===== src/rtl/timer_channel_pkg.sv =====
// Purpose: shared constants and types for the two-channel timer block
// Assumes: 8-bit register port, 4-bit register address
// Notes: all offsets, register reset values and bit positions live here

package timer_channel_pkg;

	// ********************************
	// register offsets
	// ********************************
	localparam logic [3:0] TIMER_CTL_ADDR = 4'h0;
	localparam logic [3:0] CNT_HI_ADDR = 4'h1;
	localparam logic [3:0] CNT_LO_ADDR = 4'h2;
	localparam logic [3:0] MOD_HI_ADDR = 4'h3;
	localparam logic [3:0] MOD_LO_ADDR = 4'h4;
	localparam logic [3:0] CH0_SC_ADDR = 4'h5;
	localparam logic [3:0] CH0_HI_ADDR = 4'h6;
	localparam logic [3:0] CH0_LO_ADDR = 4'h7;
	localparam logic [3:0] CH_STRIDE = 4'h3;

	// ********************************
	// field positions and reset values
	// ********************************
	localparam int PS_LSB = 0;
	localparam int CNT_RST_BIT = 4;
	localparam logic [2:0] PS_RESET = 3'h0;
	localparam logic [15:0] CNT_RESET = 16'h0000;
	localparam logic [15:0] MOD_RESET = 16'hffff;
	localparam logic [15:0] CCV_RESET = 16'h0000;
	localparam logic [6:0] PRE_RESET = 7'h00;
	localparam logic [7:0] RDATA_IDLE = 8'h00;

	// channel status and control layout, bit 7 down to bit 0
	typedef struct packed {
		logic channel_event_flag;
		logic channel_interrupt_enable;
		logic buffered_mode_select;
		logic mode_compare;
		logic edge_b;
		logic edge_a;
		logic toggle_on_overflow;
		logic full_duty;
	} chan_ctl_t;

	localparam chan_ctl_t CTL_RESET = 8'h00;

	// one register access from software
	typedef struct packed {
		logic [3:0] addr;
		logic [7:0] wdata;
		logic wr;
		logic rd;
	} bus_req_t;

endpackage : timer_channel_pkg


===== src/rtl/timer_channel_compare_pwm.sv =====
// Purpose: counter, prescaler and two capture/compare/PWM channels
// Assumes: single clock clk_sys at 10 MHz, synchronous active-high reset
// Notes: channel pins are split into input, output and output enable
//
// Overview of operation
// buffered_mode_select in channel 0 links both channels onto channel 0 pin
// linked: channel 0 value rules first; channel 1 takes over at the overflow after its value is written
// every later overflow hands control to the channel written last
// linked: channel 0 control governs; channel 1 pin released as plain I/O
// writing the active channel's value acts immediately, like unbuffered compare
// software should only write the inactive channel's value when linked
// toggle-on-overflow flips the pin at modulo, giving the PWM period
// pulse width runs from overflow to the next compare match
// software picks clear-on-compare for high pulse, set for low pulse
// modulo 0x00ff with prescaler zero gives a 256-clock period
// 8-bit PWM: value 0x0080 in period 256 gives half duty
// capture mode sets the flag on the selected active pin edge
// compare mode sets the flag when counter equals compare value
// flag clears by read-while-set then write 0; new event voids the write
// reset clears flags; writing 1 to a flag does nothing
// per-channel interrupt enable, cleared by reset
// control selects mode, edge, output action, overflow toggle, full duty, buffering
// interrupt request raised while flag and enable are both set

`timescale 1ns/1ps
`default_nettype none

module timer_channel_compare_pwm (
	// clock and reset
	input wire logic clk_sys,
	input wire logic reset,
	// register port
	input wire timer_channel_pkg::bus_req_t bus,
	output logic [7:0] rdata,
	// channel pins, index 0 is channel0_pin, index 1 is channel1_pin
	input wire logic [1:0] channel_pin_in,
	output logic [1:0] channel_pin_out,
	output logic [1:0] channel_pin_oe,
	// interrupt requests
	output logic [1:0] irq
);

	// ********************************
	// state and next values
	// ********************************
	logic [6:0] pre, next_pre;
	logic [2:0] ps, next_ps;
	logic [15:0] cnt, next_cnt;
	logic [15:0] modv, next_modv;
	timer_channel_pkg::chan_ctl_t ctl [2];
	timer_channel_pkg::chan_ctl_t next_ctl [2];
	logic [15:0] ccv [2];
	logic [15:0] next_ccv [2];
	logic [1:0] arm, next_arm;
	logic active, next_active;
	logic last_wr, next_last_wr;
	logic [1:0] s1, s2, s3, st, next_st;
	logic [1:0] next_pin_out, next_pin_oe, next_irq;
	logic [7:0] next_rdata;

	// per-cycle events
	logic tick, ovf, linked;
	logic [6:0] mask;
	logic [1:0] rise, fall, match, cap, evt, en;
	logic [15:0] ccv_eff [2];
	logic [15:0] cnt_step;

	// ********************************
	// next-value logic
	// ********************************
	always_comb begin
		// prescaler and counter
		mask = 7'((8'h01 << ps) - 8'h01);
		tick = ((pre & mask) == mask);
		ovf = tick && (cnt == modv);
		next_pre = pre + 7'h01;
		next_ps = ps;
		next_modv = modv;
		// value the counter takes on a tick; compare acts as the counter reaches it
		cnt_step = ovf ? timer_channel_pkg::CNT_RESET : cnt + 16'h0001;
		next_cnt = cnt;
		if (tick) begin
			next_cnt = cnt_step;
		end
		if (bus.wr && bus.addr == timer_channel_pkg::TIMER_CTL_ADDR) begin
			next_ps = bus.wdata[timer_channel_pkg::PS_LSB +: 3];
			if (bus.wdata[timer_channel_pkg::CNT_RST_BIT]) begin
				next_cnt = timer_channel_pkg::CNT_RESET;
				next_pre = timer_channel_pkg::PRE_RESET;
			end
		end
		if (bus.wr && bus.addr == timer_channel_pkg::MOD_HI_ADDR) begin
			next_modv[15:8] = bus.wdata;
		end
		if (bus.wr && bus.addr == timer_channel_pkg::MOD_LO_ADDR) begin
			next_modv[7:0] = bus.wdata;
		end

		// pin filter: a level counts once the two late stages agree
		next_st = st;
		for (int i = 0; i < 2; i++) begin
			if (s2[i] == s3[i]) begin
				next_st[i] = s3[i];
			end
		end
		rise = s2 & s3 & ~st;
		fall = ~s2 & ~s3 & st;

		// linked pair bookkeeping
		linked = ctl[0].buffered_mode_select;
		next_active = active;
		next_last_wr = last_wr;
		if (!linked) begin
			next_active = 1'b0;
			next_last_wr = 1'b0;
		end else if (ovf) begin
			next_active = last_wr;
		end

		for (int i = 0; i < 2; i++) begin
			// channel 1 is idle while linked
			en[i] = !(i == 1 && linked);
			ccv_eff[i] = (i == 0 && linked && active) ? ccv[1] : ccv[i];
			match[i] = en[i] && ctl[i].mode_compare && tick && (cnt_step == ccv_eff[i]);
			cap[i] = en[i] && !ctl[i].mode_compare
				&& ((ctl[i].edge_a && rise[i]) || (ctl[i].edge_b && fall[i]));
			evt[i] = match[i] || cap[i];
			next_ctl[i] = ctl[i];
			next_ccv[i] = ccv[i];
			next_arm[i] = arm[i];

			// software access to channel status and control
			if (bus.rd && bus.addr == 4'(timer_channel_pkg::CH0_SC_ADDR + CH_OFS(i))
				&& ctl[i].channel_event_flag) begin
				next_arm[i] = 1'b1;
			end
			if (bus.wr && bus.addr == 4'(timer_channel_pkg::CH0_SC_ADDR + CH_OFS(i))) begin
				next_ctl[i] = bus.wdata;
				next_ctl[i].channel_event_flag = ctl[i].channel_event_flag;
				if (i == 1) begin
					next_ctl[i].buffered_mode_select = 1'b0;
				end
				if (!bus.wdata[7] && arm[i]) begin
					next_ctl[i].channel_event_flag = 1'b0;
				end
				next_arm[i] = 1'b0;
			end
			if (bus.wr && bus.addr == 4'(timer_channel_pkg::CH0_HI_ADDR + CH_OFS(i))) begin
				next_ccv[i][15:8] = bus.wdata;
			end
			if (bus.wr && bus.addr == 4'(timer_channel_pkg::CH0_LO_ADDR + CH_OFS(i))) begin
				next_ccv[i][7:0] = bus.wdata;
			end
			if (linked && bus.wr && (bus.addr == 4'(timer_channel_pkg::CH0_HI_ADDR + CH_OFS(i))
				|| bus.addr == 4'(timer_channel_pkg::CH0_LO_ADDR + CH_OFS(i)))) begin
				next_last_wr = (i == 1);
			end
			if (cap[i]) begin
				next_ccv[i] = cnt; // capture latches the counter
			end
			// a new event wins over the clear and voids the pending read
			if (evt[i]) begin
				next_ctl[i].channel_event_flag = 1'b1;
				next_arm[i] = 1'b0;
			end

			// pin driver for compare and PWM
			next_pin_oe[i] = en[i] && ctl[i].mode_compare
				&& (ctl[i].edge_a || ctl[i].edge_b);
			next_pin_out[i] = channel_pin_out[i];
			if (ctl[i].full_duty) begin
				if (ovf) begin
					next_pin_out[i] = ctl[i].edge_b && !ctl[i].edge_a;
				end
			end else begin
				if (ovf && ctl[i].toggle_on_overflow) begin
					next_pin_out[i] = !channel_pin_out[i];
				end
				if (match[i]) begin
					case ({ctl[i].edge_b, ctl[i].edge_a})
						2'b01: next_pin_out[i] = !channel_pin_out[i];
						2'b10: next_pin_out[i] = 1'b0;
						2'b11: next_pin_out[i] = 1'b1;
						default: next_pin_out[i] = channel_pin_out[i];
					endcase
				end
			end
			next_irq[i] = next_ctl[i].channel_event_flag
				&& next_ctl[i].channel_interrupt_enable;
		end

		// read data stand only in the cycle after the strobe
		next_rdata = timer_channel_pkg::RDATA_IDLE;
		if (bus.rd) begin
			case (bus.addr)
				timer_channel_pkg::TIMER_CTL_ADDR: next_rdata = {5'h00, ps};
				timer_channel_pkg::CNT_HI_ADDR: next_rdata = cnt[15:8];
				timer_channel_pkg::CNT_LO_ADDR: next_rdata = cnt[7:0];
				timer_channel_pkg::MOD_HI_ADDR: next_rdata = modv[15:8];
				timer_channel_pkg::MOD_LO_ADDR: next_rdata = modv[7:0];
				timer_channel_pkg::CH0_SC_ADDR: next_rdata = ctl[0];
				timer_channel_pkg::CH0_HI_ADDR: next_rdata = ccv[0][15:8];
				timer_channel_pkg::CH0_LO_ADDR: next_rdata = ccv[0][7:0];
				4'(timer_channel_pkg::CH0_SC_ADDR + timer_channel_pkg::CH_STRIDE):
					next_rdata = ctl[1];
				4'(timer_channel_pkg::CH0_HI_ADDR + timer_channel_pkg::CH_STRIDE):
					next_rdata = ccv[1][15:8];
				4'(timer_channel_pkg::CH0_LO_ADDR + timer_channel_pkg::CH_STRIDE):
					next_rdata = ccv[1][7:0];
				default: next_rdata = timer_channel_pkg::RDATA_IDLE;
			endcase
		end
	end

	// channel register offset from channel 0
	function automatic logic [3:0] CH_OFS(input int idx);
		CH_OFS = (idx == 1) ? timer_channel_pkg::CH_STRIDE : 4'h0;
	endfunction : CH_OFS

	// ********************************
	// registers
	// ********************************
	always_ff @(posedge clk_sys) begin
		// synchroniser stages run freely
		s1 <= channel_pin_in;
		s2 <= s1;
		s3 <= s2;
		if (reset) begin
			pre <= timer_channel_pkg::PRE_RESET;
			ps <= timer_channel_pkg::PS_RESET;
			cnt <= timer_channel_pkg::CNT_RESET;
			modv <= timer_channel_pkg::MOD_RESET;
			ctl[0] <= timer_channel_pkg::CTL_RESET;
			ctl[1] <= timer_channel_pkg::CTL_RESET;
			ccv[0] <= timer_channel_pkg::CCV_RESET;
			ccv[1] <= timer_channel_pkg::CCV_RESET;
			arm <= 2'h0;
			active <= 1'b0;
			last_wr <= 1'b0;
			st <= 2'h0;
			channel_pin_out <= 2'h0;
			channel_pin_oe <= 2'h0;
			irq <= 2'h0;
			rdata <= timer_channel_pkg::RDATA_IDLE;
		end else begin
			pre <= next_pre;
			ps <= next_ps;
			cnt <= next_cnt;
			modv <= next_modv;
			ctl[0] <= next_ctl[0];
			ctl[1] <= next_ctl[1];
			ccv[0] <= next_ccv[0];
			ccv[1] <= next_ccv[1];
			arm <= next_arm;
			active <= next_active;
			last_wr <= next_last_wr;
			st <= next_st;
			channel_pin_out <= next_pin_out;
			channel_pin_oe <= next_pin_oe;
			irq <= next_irq;
			rdata <= next_rdata;
		end
	end
endmodule : timer_channel_compare_pwm

`default_nettype wire


===== config.mk =====
export PLATFORM = sky130hd
export DESIGN_NAME = timer_channel_compare_pwm
export DESIGN_NICKNAME = d
export VERILOG_FILES = /design/src/rtl/timer_channel_pkg.sv /design/src/rtl/timer_channel_compare_pwm.sv
export SDC_FILE = /design/constraint.sdc
export NUM_CORES = 1
export LEC_CHECK = 0
export BUFFER_PORTS_ARGS = -buffer_cell sky130_fd_sc_hd__buf_2
export CAP_MARGIN = 20
export CORE_ASPECT_RATIO = 0.9
export CORE_MARGIN = 5
export CORE_UTILIZATION = 50
export DETAILED_ROUTE_END_ITERATION = 10
export PLACE_DENSITY_LB_ADDON = 0.05
export SLEW_MARGIN = 10
export SYNTH_ARGS = -nofsm -noshare
export SYNTH_HDL_FRONTEND = slang
export SYNTH_SLANG_ARGS = --single-unit
export TNS_END_PERCENT = 50

===== constraint.sdc =====
create_clock -name clk_sys -period 7.2 [get_ports clk_sys]
set_input_delay 1.44 -clock clk_sys [delete_from_list [all_inputs] [get_ports clk_sys]]
set_output_delay 1.44 -clock clk_sys [all_outputs]
set_load 0.005 [all_outputs]

==> flow_summary.yaml, run 1 <==
synth:
  ys_types: 79
  synthCells: 886
  synthMuxAreaShare: 0.0881
  synth_top_family_by_area: "simple AND/OR/NAND/NOR gates"
  synthAdderAreaFrac: 0.0213
  seq_area_frac_synth: 0.327
  synth_xor_area_frac: 0.0700
  synth_edf_count: 0
  synthMostInstantiatedCell: "nand2_1"
  yosys.area_share.simple: 0.250
  yosys-top-cells-count: "nand2_1, dfxtp_1, nor2_1"
  ys.flop_type: "dfxtp_1"
  ys_top_cells_by_area: "dfxtp_1, mux2i_1, nand2_1"
  ys_ff_latch: 115
  avgSynthCellArea_um2: 7.95
  synth.net_count: 916
  synth_top_area_frac: 0.327
  async_flop_share: 0
  synthesis.area_um2: 7040
  synth_top_cell_by_area: "dfxtp_1"
  ys.warnings.count: 0
  synth-compound-area-share: 0.192
routing:
  routed_wl_mm: 25.8
  drcViolationCount: 0
  drtPass1Iterations: 6
  ant_nets: 0
  vias: 7002
  drt_iter0_markers: 1010
  viasPerCell: 6.47
  routedWlPerCell_um: 23.9
power:
  ir_worst_vdd_mv: 0.208
  power_density_nw_per_um2: 216
  p_leak_nw: 3.07
critical_path:
  cp_max_fo: 10
  cp_num_buf_inv: 1
  r2r_slack_ps: 2600
  timing.rr.start: "cnt[1]$_SDFF_PP0_"
  slowest_stage: "a2111oi_0"
  reg2reg_depth: 12
  cp-start-kind: "flip-flop"
  worstPathRequired_ps: 7520
  r2r-end: "channel_pin_out[1]$_SDFFE_PP0P_"
  cpPeakStageDelay_ps: 800
  cpLargestDelayFamily: "compound AO/OA/AOI/OAI gates"
  cp.arrival_ps: 4920
  crit_chain: "ha_1, nand4_1, nor3_1, xor2_1, xnor2_1, a32oi_1, a2111oi_0, buf_4, nand3_1, a221o_1, o311a_1, o21a_1"
  end_kind: "flip-flop"
  critical_path_class: "reg -> reg"
global_route:
  use_met1: 0.431
  met2_usage: 0.476
  grt_util_all_layers: 0.316
  grt-ovfl-total: 0
  gr-max-usage-layer: "met2"
  antenna_found_initial: 0
  grt_pass1_wl_mm: 39.3
  grt_max_degree: 57
  grt_pass1_vias: 6522
  met3_usage: 0.0811
finish:
  drive_gt1_frac: 0.103
  design_area_um2: 7820
  diodes: 0
  fin_nets: 906
  syn_to_final_growth_pct: 11.1
sta:
  setup_viol: 0
  maxSlewViolCount: 0
  finalHoldWorstSlack_ps: 327
  max_freq_mhz: 217
  relSlewSlack: 0.292
  rsz0062_at_grt: "false"
  skew_ps: 8.08
  period_needed_ps: 4600
  hold_viol: 0
  setup_tns_ps: 0
  period_share: 0.639
  worst_pin_slew_ps: 1060
die:
  start_util: 0.506
  pin_count: 32
  core_area_um2: 13900
  die_height_um: 123
  dieArea_um2: 16600
  rows: 41
  die_w_um: 135
clocking:
  cts_tree: "built"
  post_cts_resized: 0
  cts-buffers-inserted: 17
  ctsHoldBuffers: 0
  htreeDepth: 4
  clock_path_buffers: 2
  clk_latency_ps: 430
  post_cts_buffers: 0
  cts_sinks: 115
  cts-root-buf: "clkbuf_16"
  path_clk_slew_ps: 60
worst_hold_path:
  min_to: "s2[0]$_DFF_P_"
  min_from: "s1[0]$_DFF_P_"
  hold_class: "reg -> reg"
  whs_path_depth: 0
placed_design:
  post_dp_cell_area_um2: 7210
  io_buffers: 31
  gp_congestion: 1.03
  dp_hpwl_mm: 18.0
flow_run:
  cap_violations: 0
status:
  status: "complete, no violations"
metal layers:
layer	share of wire	wire length, µm
met5	0	0
met4	0.039	1000
met3	0.10	2590
met2	0.43	11100
met1	0.43	11100
sequential cells by signal, indices dropped and copies added (netlist names):
signal	flops
s3	2
rdata	8
channel_pin_oe	2
last_wr	1
s1	2
st	2
channel_pin_out	2
arm	2
active	1
ctl	15
modv	16
ccv	32
irq	2
pre	7
cnt	16
s2	2
ps	3
area by class of cell:
cell class / count / area (µm²)
Fill cell: 1323 / 6080
Multi-Input combinational cell: 682 / 4370
Sequential cell: 115 / 2300
Clock buffer: 17 / 425
Tap cell: 193 / 241
Timing Repair Buffer: 41 / 234
Clock inverter: 15 / 173
Inverter: 19 / 71.3
worst max-delay path by stage:
stage / end / slack, ps / cells past startpoint / startpoint
after floorplan: ccv[0][0]$_SDFFE_PP0P_ / 3990 / 7 / bus[12]
after CTS: channel_pin_out[1]$_SDFFE_PP0P_ / 2770 / 12 / cnt[1]$_SDFF_PP0_
after global routing: channel_pin_out[1]$_SDFFE_PP0P_ / 2380 / 12 / cnt[1]$_SDFF_PP0_
final: channel_pin_out[1]$_SDFFE_PP0P_ / 2600 / 12 / cnt[1]$_SDFF_PP0_
after global placement: channel_pin_out[1]$_SDFFE_PP0P_ / 2900 / 12 / cnt[1]$_SDFF_PP0_
after detailed placement: channel_pin_out[1]$_SDFFE_PP0P_ / 2830 / 12 / cnt[1]$_SDFF_PP0_
metrics by stage:
step	total power, mW	utilization	setup slack [ps]	std cells
2_1_floorplan	0.776	-	3990	886
3_3_place_gp	0.825	0.519	2900	1049
3_5_place_dp	0.827	0.519	2830	1049
4_1_cts	1.69	0.562	2770	1081
5_1_grt	1.74	0.563	2380	1082
6_report	1.69	0.563	2600	1082
cells by family after synthesis:
family | count (synthesis)
buf+inv | 89
compound gates | 194
mux | 61
fa+ha+maj | 12
simple gates | 364
flops | 115
xor+xnor | 51
placed cells by master, fill, tap and decap left out, types with 11 or more instances in the layout:
| cell type | synthesis | routed |
|---|---|---|
| o21ai_0 | 25 | 25 |
| nor3_1 | 14 | 14 |
| mux2i_1 | 53 | 53 |
| buf_2 | 18 | 31 |
| dfxtp_1 | 115 | 115 |
| nor2_1 | 105 | 105 |
| a21oi_1 | 48 | 48 |
| nand2_1 | 120 | 120 |
| nand3_1 | 46 | 46 |
| nand4_1 | 11 | 11 |
| ha_1 | 12 | 12 |
| xnor2_1 | 38 | 38 |
| inv_1 | 19 | 19 |
| clkbuf_16 | 0 | 17 |
| a211oi_1 | 27 | 27 |
power by group:
group          leakage, nW  total, mW  switching (mW)  internal [mW]
registers            0.933      0.673          0.0230          0.650
logic                 1.85      0.146          0.0962         0.0496
clock network        0.289      0.874           0.354          0.520
worst reg2reg max path, cell delays in order, from the launching register on:
cell	delay [ps]
dfxtp_1	740
ha_1	550
nand4_1	270
nor3_1	270
xor2_1	530
xnor2_1	190
a32oi_1	120
a2111oi_0	800
buf_4	260
nand3_1	140
a221o_1	400
o311a_1	130
o21a_1	100
Note: power is estimated with default switching activity, not from simulation.
==> inputs of run 2 (changes only) <==
==> constraint.sdc (replaced) <==
create_clock -name clk_sys -period 4.7 [get_ports clk_sys]
set_input_delay 0.94 -clock clk_sys [delete_from_list [all_inputs] [get_ports clk_sys]]
set_output_delay 0.94 -clock clk_sys [all_outputs]
set_load 0.005 [all_outputs]
==> flow_summary.yaml, run 2 (synthesis gave the netlist of run 1 again) <==
status:
  status: "complete, no violations"
worst_hold_path:
  hold_class: "reg -> reg"
finish:
  largest_register_ffs: 32
  final_cell_mix: "nand2_1, dfxtp_1, nor2_1"
  reg_top3: "ccv: 32 flops, cnt: 16 flops, modv: 16 flops"
  top_register: "ccv"
  syn_to_final_growth_pct: 13.6
  final_core_util: 0.575
  fin_nets: 922
  diodes: 0
  mostFrequentLayoutCell: "nand2_1"
  drive_gt1_frac: 0.118
routing:
  viasPerCell: 6.49
  vias: 7124
  ant_nets: 0
  drcViolationCount: 0
  drt_iter0_markers: 972
  routed_wl_mm: 26.5
  routedWlPerCell_um: 24.1
  drtPass1Iterations: 5
power:
  power_density_nw_per_um2: 342
  ir_worst_vdd_mv: 0.325
  switching_power_mw: 0.699
  p_leak_nw: 3.18
  clkPwrFrac: 0.542
  seq_power_share: 0.375
  comb_power_share: 0.083
  p_sw_frac: 0.255
  power.internal_mw: 2.04
critical_path:
  critical_path_class: "reg -> reg"
  cp.arrival_ps: 4660
  worstPathRequired_ps: 5020
  cp-start-kind: "flip-flop"
  cp_max_fo: 10
  end_kind: "flip-flop"
clocking:
  cts-buffers-inserted: 17
  post_cts_buffers: 0
  htreeDepth: 4
  cts-root-buf: "clkbuf_16"
  cts_sinks: 115
  ctsHoldBuffers: 0
  cts_tree: "built"
  clock_path_buffers: 2
  post_cts_resized: 0
  path_clk_slew_ps: 60
  clk_latency_ps: 430
die:
  rows: 41
  pin_count: 32
  start_util: 0.506
  die_w_um: 135
  die_height_um: 123
  dieArea_um2: 16600
  core_area_um2: 13900
sta:
  skew_ps: 14.6
  worst_pin_slew_ps: 913
  setup_tns_ps: 0
  max_freq_mhz: 230
  hold_viol: 0
  rsz0062_at_grt: "false"
  period_share: 0.924
  period_needed_ps: 4340
  post-route-worst-setup-slack_ps: 359
  setup_viol: 0
  finalHoldWorstSlack_ps: 324
  relSlewSlack: 0.376
  maxSlewViolCount: 0
placed_design:
  dp_hpwl_mm: 18.8
  gp_congestion: 0.995
  io_buffers: 31
  pre_cts_slack_ps: 500
global_route:
  grt_pass1_wl_mm: 40.2
  antenna_found_initial: 0
  grt-ovfl-total: 0
  grt_util_all_layers: 0.325
  grt_pass1_vias: 6805
  grt_max_degree: 57
flow_run:
  cap_violations: 0
[run 2: cell types whose count changed in the layout (fill, tap and decap cells not counted), sizes merged]
cell	before	now
clkbuf	17	19
buf	41	57
bufinv	2	5
clkinv	4	1
inv	26	24
[run 2: final timing paths]
| path | startpoint | endpoint | slack [ps] | depth (start not counted) |
|---|---|---|---|---|
| hold reg to reg | s1[0]$_DFF_P_ | s2[0]$_DFF_P_ | 320 | 0 |
| hold / removal | s1[0]$_DFF_P_ | s2[0]$_DFF_P_ | 320 | 0 |
| setup reg to reg | cnt[1]$_SDFF_PP0_ | channel_pin_out[1]$_SDFFE_PP0P_ | 360 | 12 |
| setup / recovery | cnt[1]$_SDFF_PP0_ | channel_pin_out[1]$_SDFFE_PP0P_ | 360 | 12 |
[run 2: power by group through the flow]
stage | Sequential [mW] | Clock, mW | Combinational, mW
after floorplan | 1.03 | 0 | 0.158
after global placement | 1.05 | 0 | 0.220
after detailed placement | 1.05 | 0 | 0.220
after CTS | 1.02 | 1.49 | 0.222
after global routing | 1.03 | 1.53 | 0.244
final | 1.03 | 1.48 | 0.228
[run 2: routing by layer]
| metal | vias to the layer above | routed length (µm) | global-route usage | part of all wire |
|---|---|---|---|---|
| met5 | - | 0 | 0 | 0 |
| met4 | 0 | 1160 | 0.165 | 0.044 |
| met3 | 95 | 2500 | 0.0742 | 0.094 |
| met2 | 422 | 11600 | 0.491 | 0.44 |
| met1 | 3402 | 11300 | 0.437 | 0.42 |
| li1 | 3205 | - | - | - |
[run 2: per-stage QoR]
stage / cells / instance area, µm² / power, mW
floorplan: 886 / 7040 / 1.19
global placement: 1066 / 7340 / 1.27
detailed placement: 1066 / 7340 / 1.27
CTS: 1098 / 8000 / 2.74
global route: 1098 / 8000 / 2.81
finish: 1098 / 8000 / 2.74
[run 2: layout make-up]
type | instances | area (µm²)
multi-input cells | 682 | 4370
repair buffers | 57 | 350
well taps | 193 | 241
clock buffers | 19 | 443
fillers | 1292 | 5900
clock inverters | 13 | 218
flip-flops and latches | 115 | 2300
inverters | 19 | 71.3
[run 2: worst max-delay path, stage by stage, from the launching register on]
cell	delay, ps
dfxtp_1	560
ha_1	510
nand4_1	270
nor3_1	240
xor2_1	540
xnor2_1	180
a32oi_1	150
a2111oi_0	750
buf_4	260
nand3_1	140
a221o_1	400
o311a_1	120
o21a_1	110
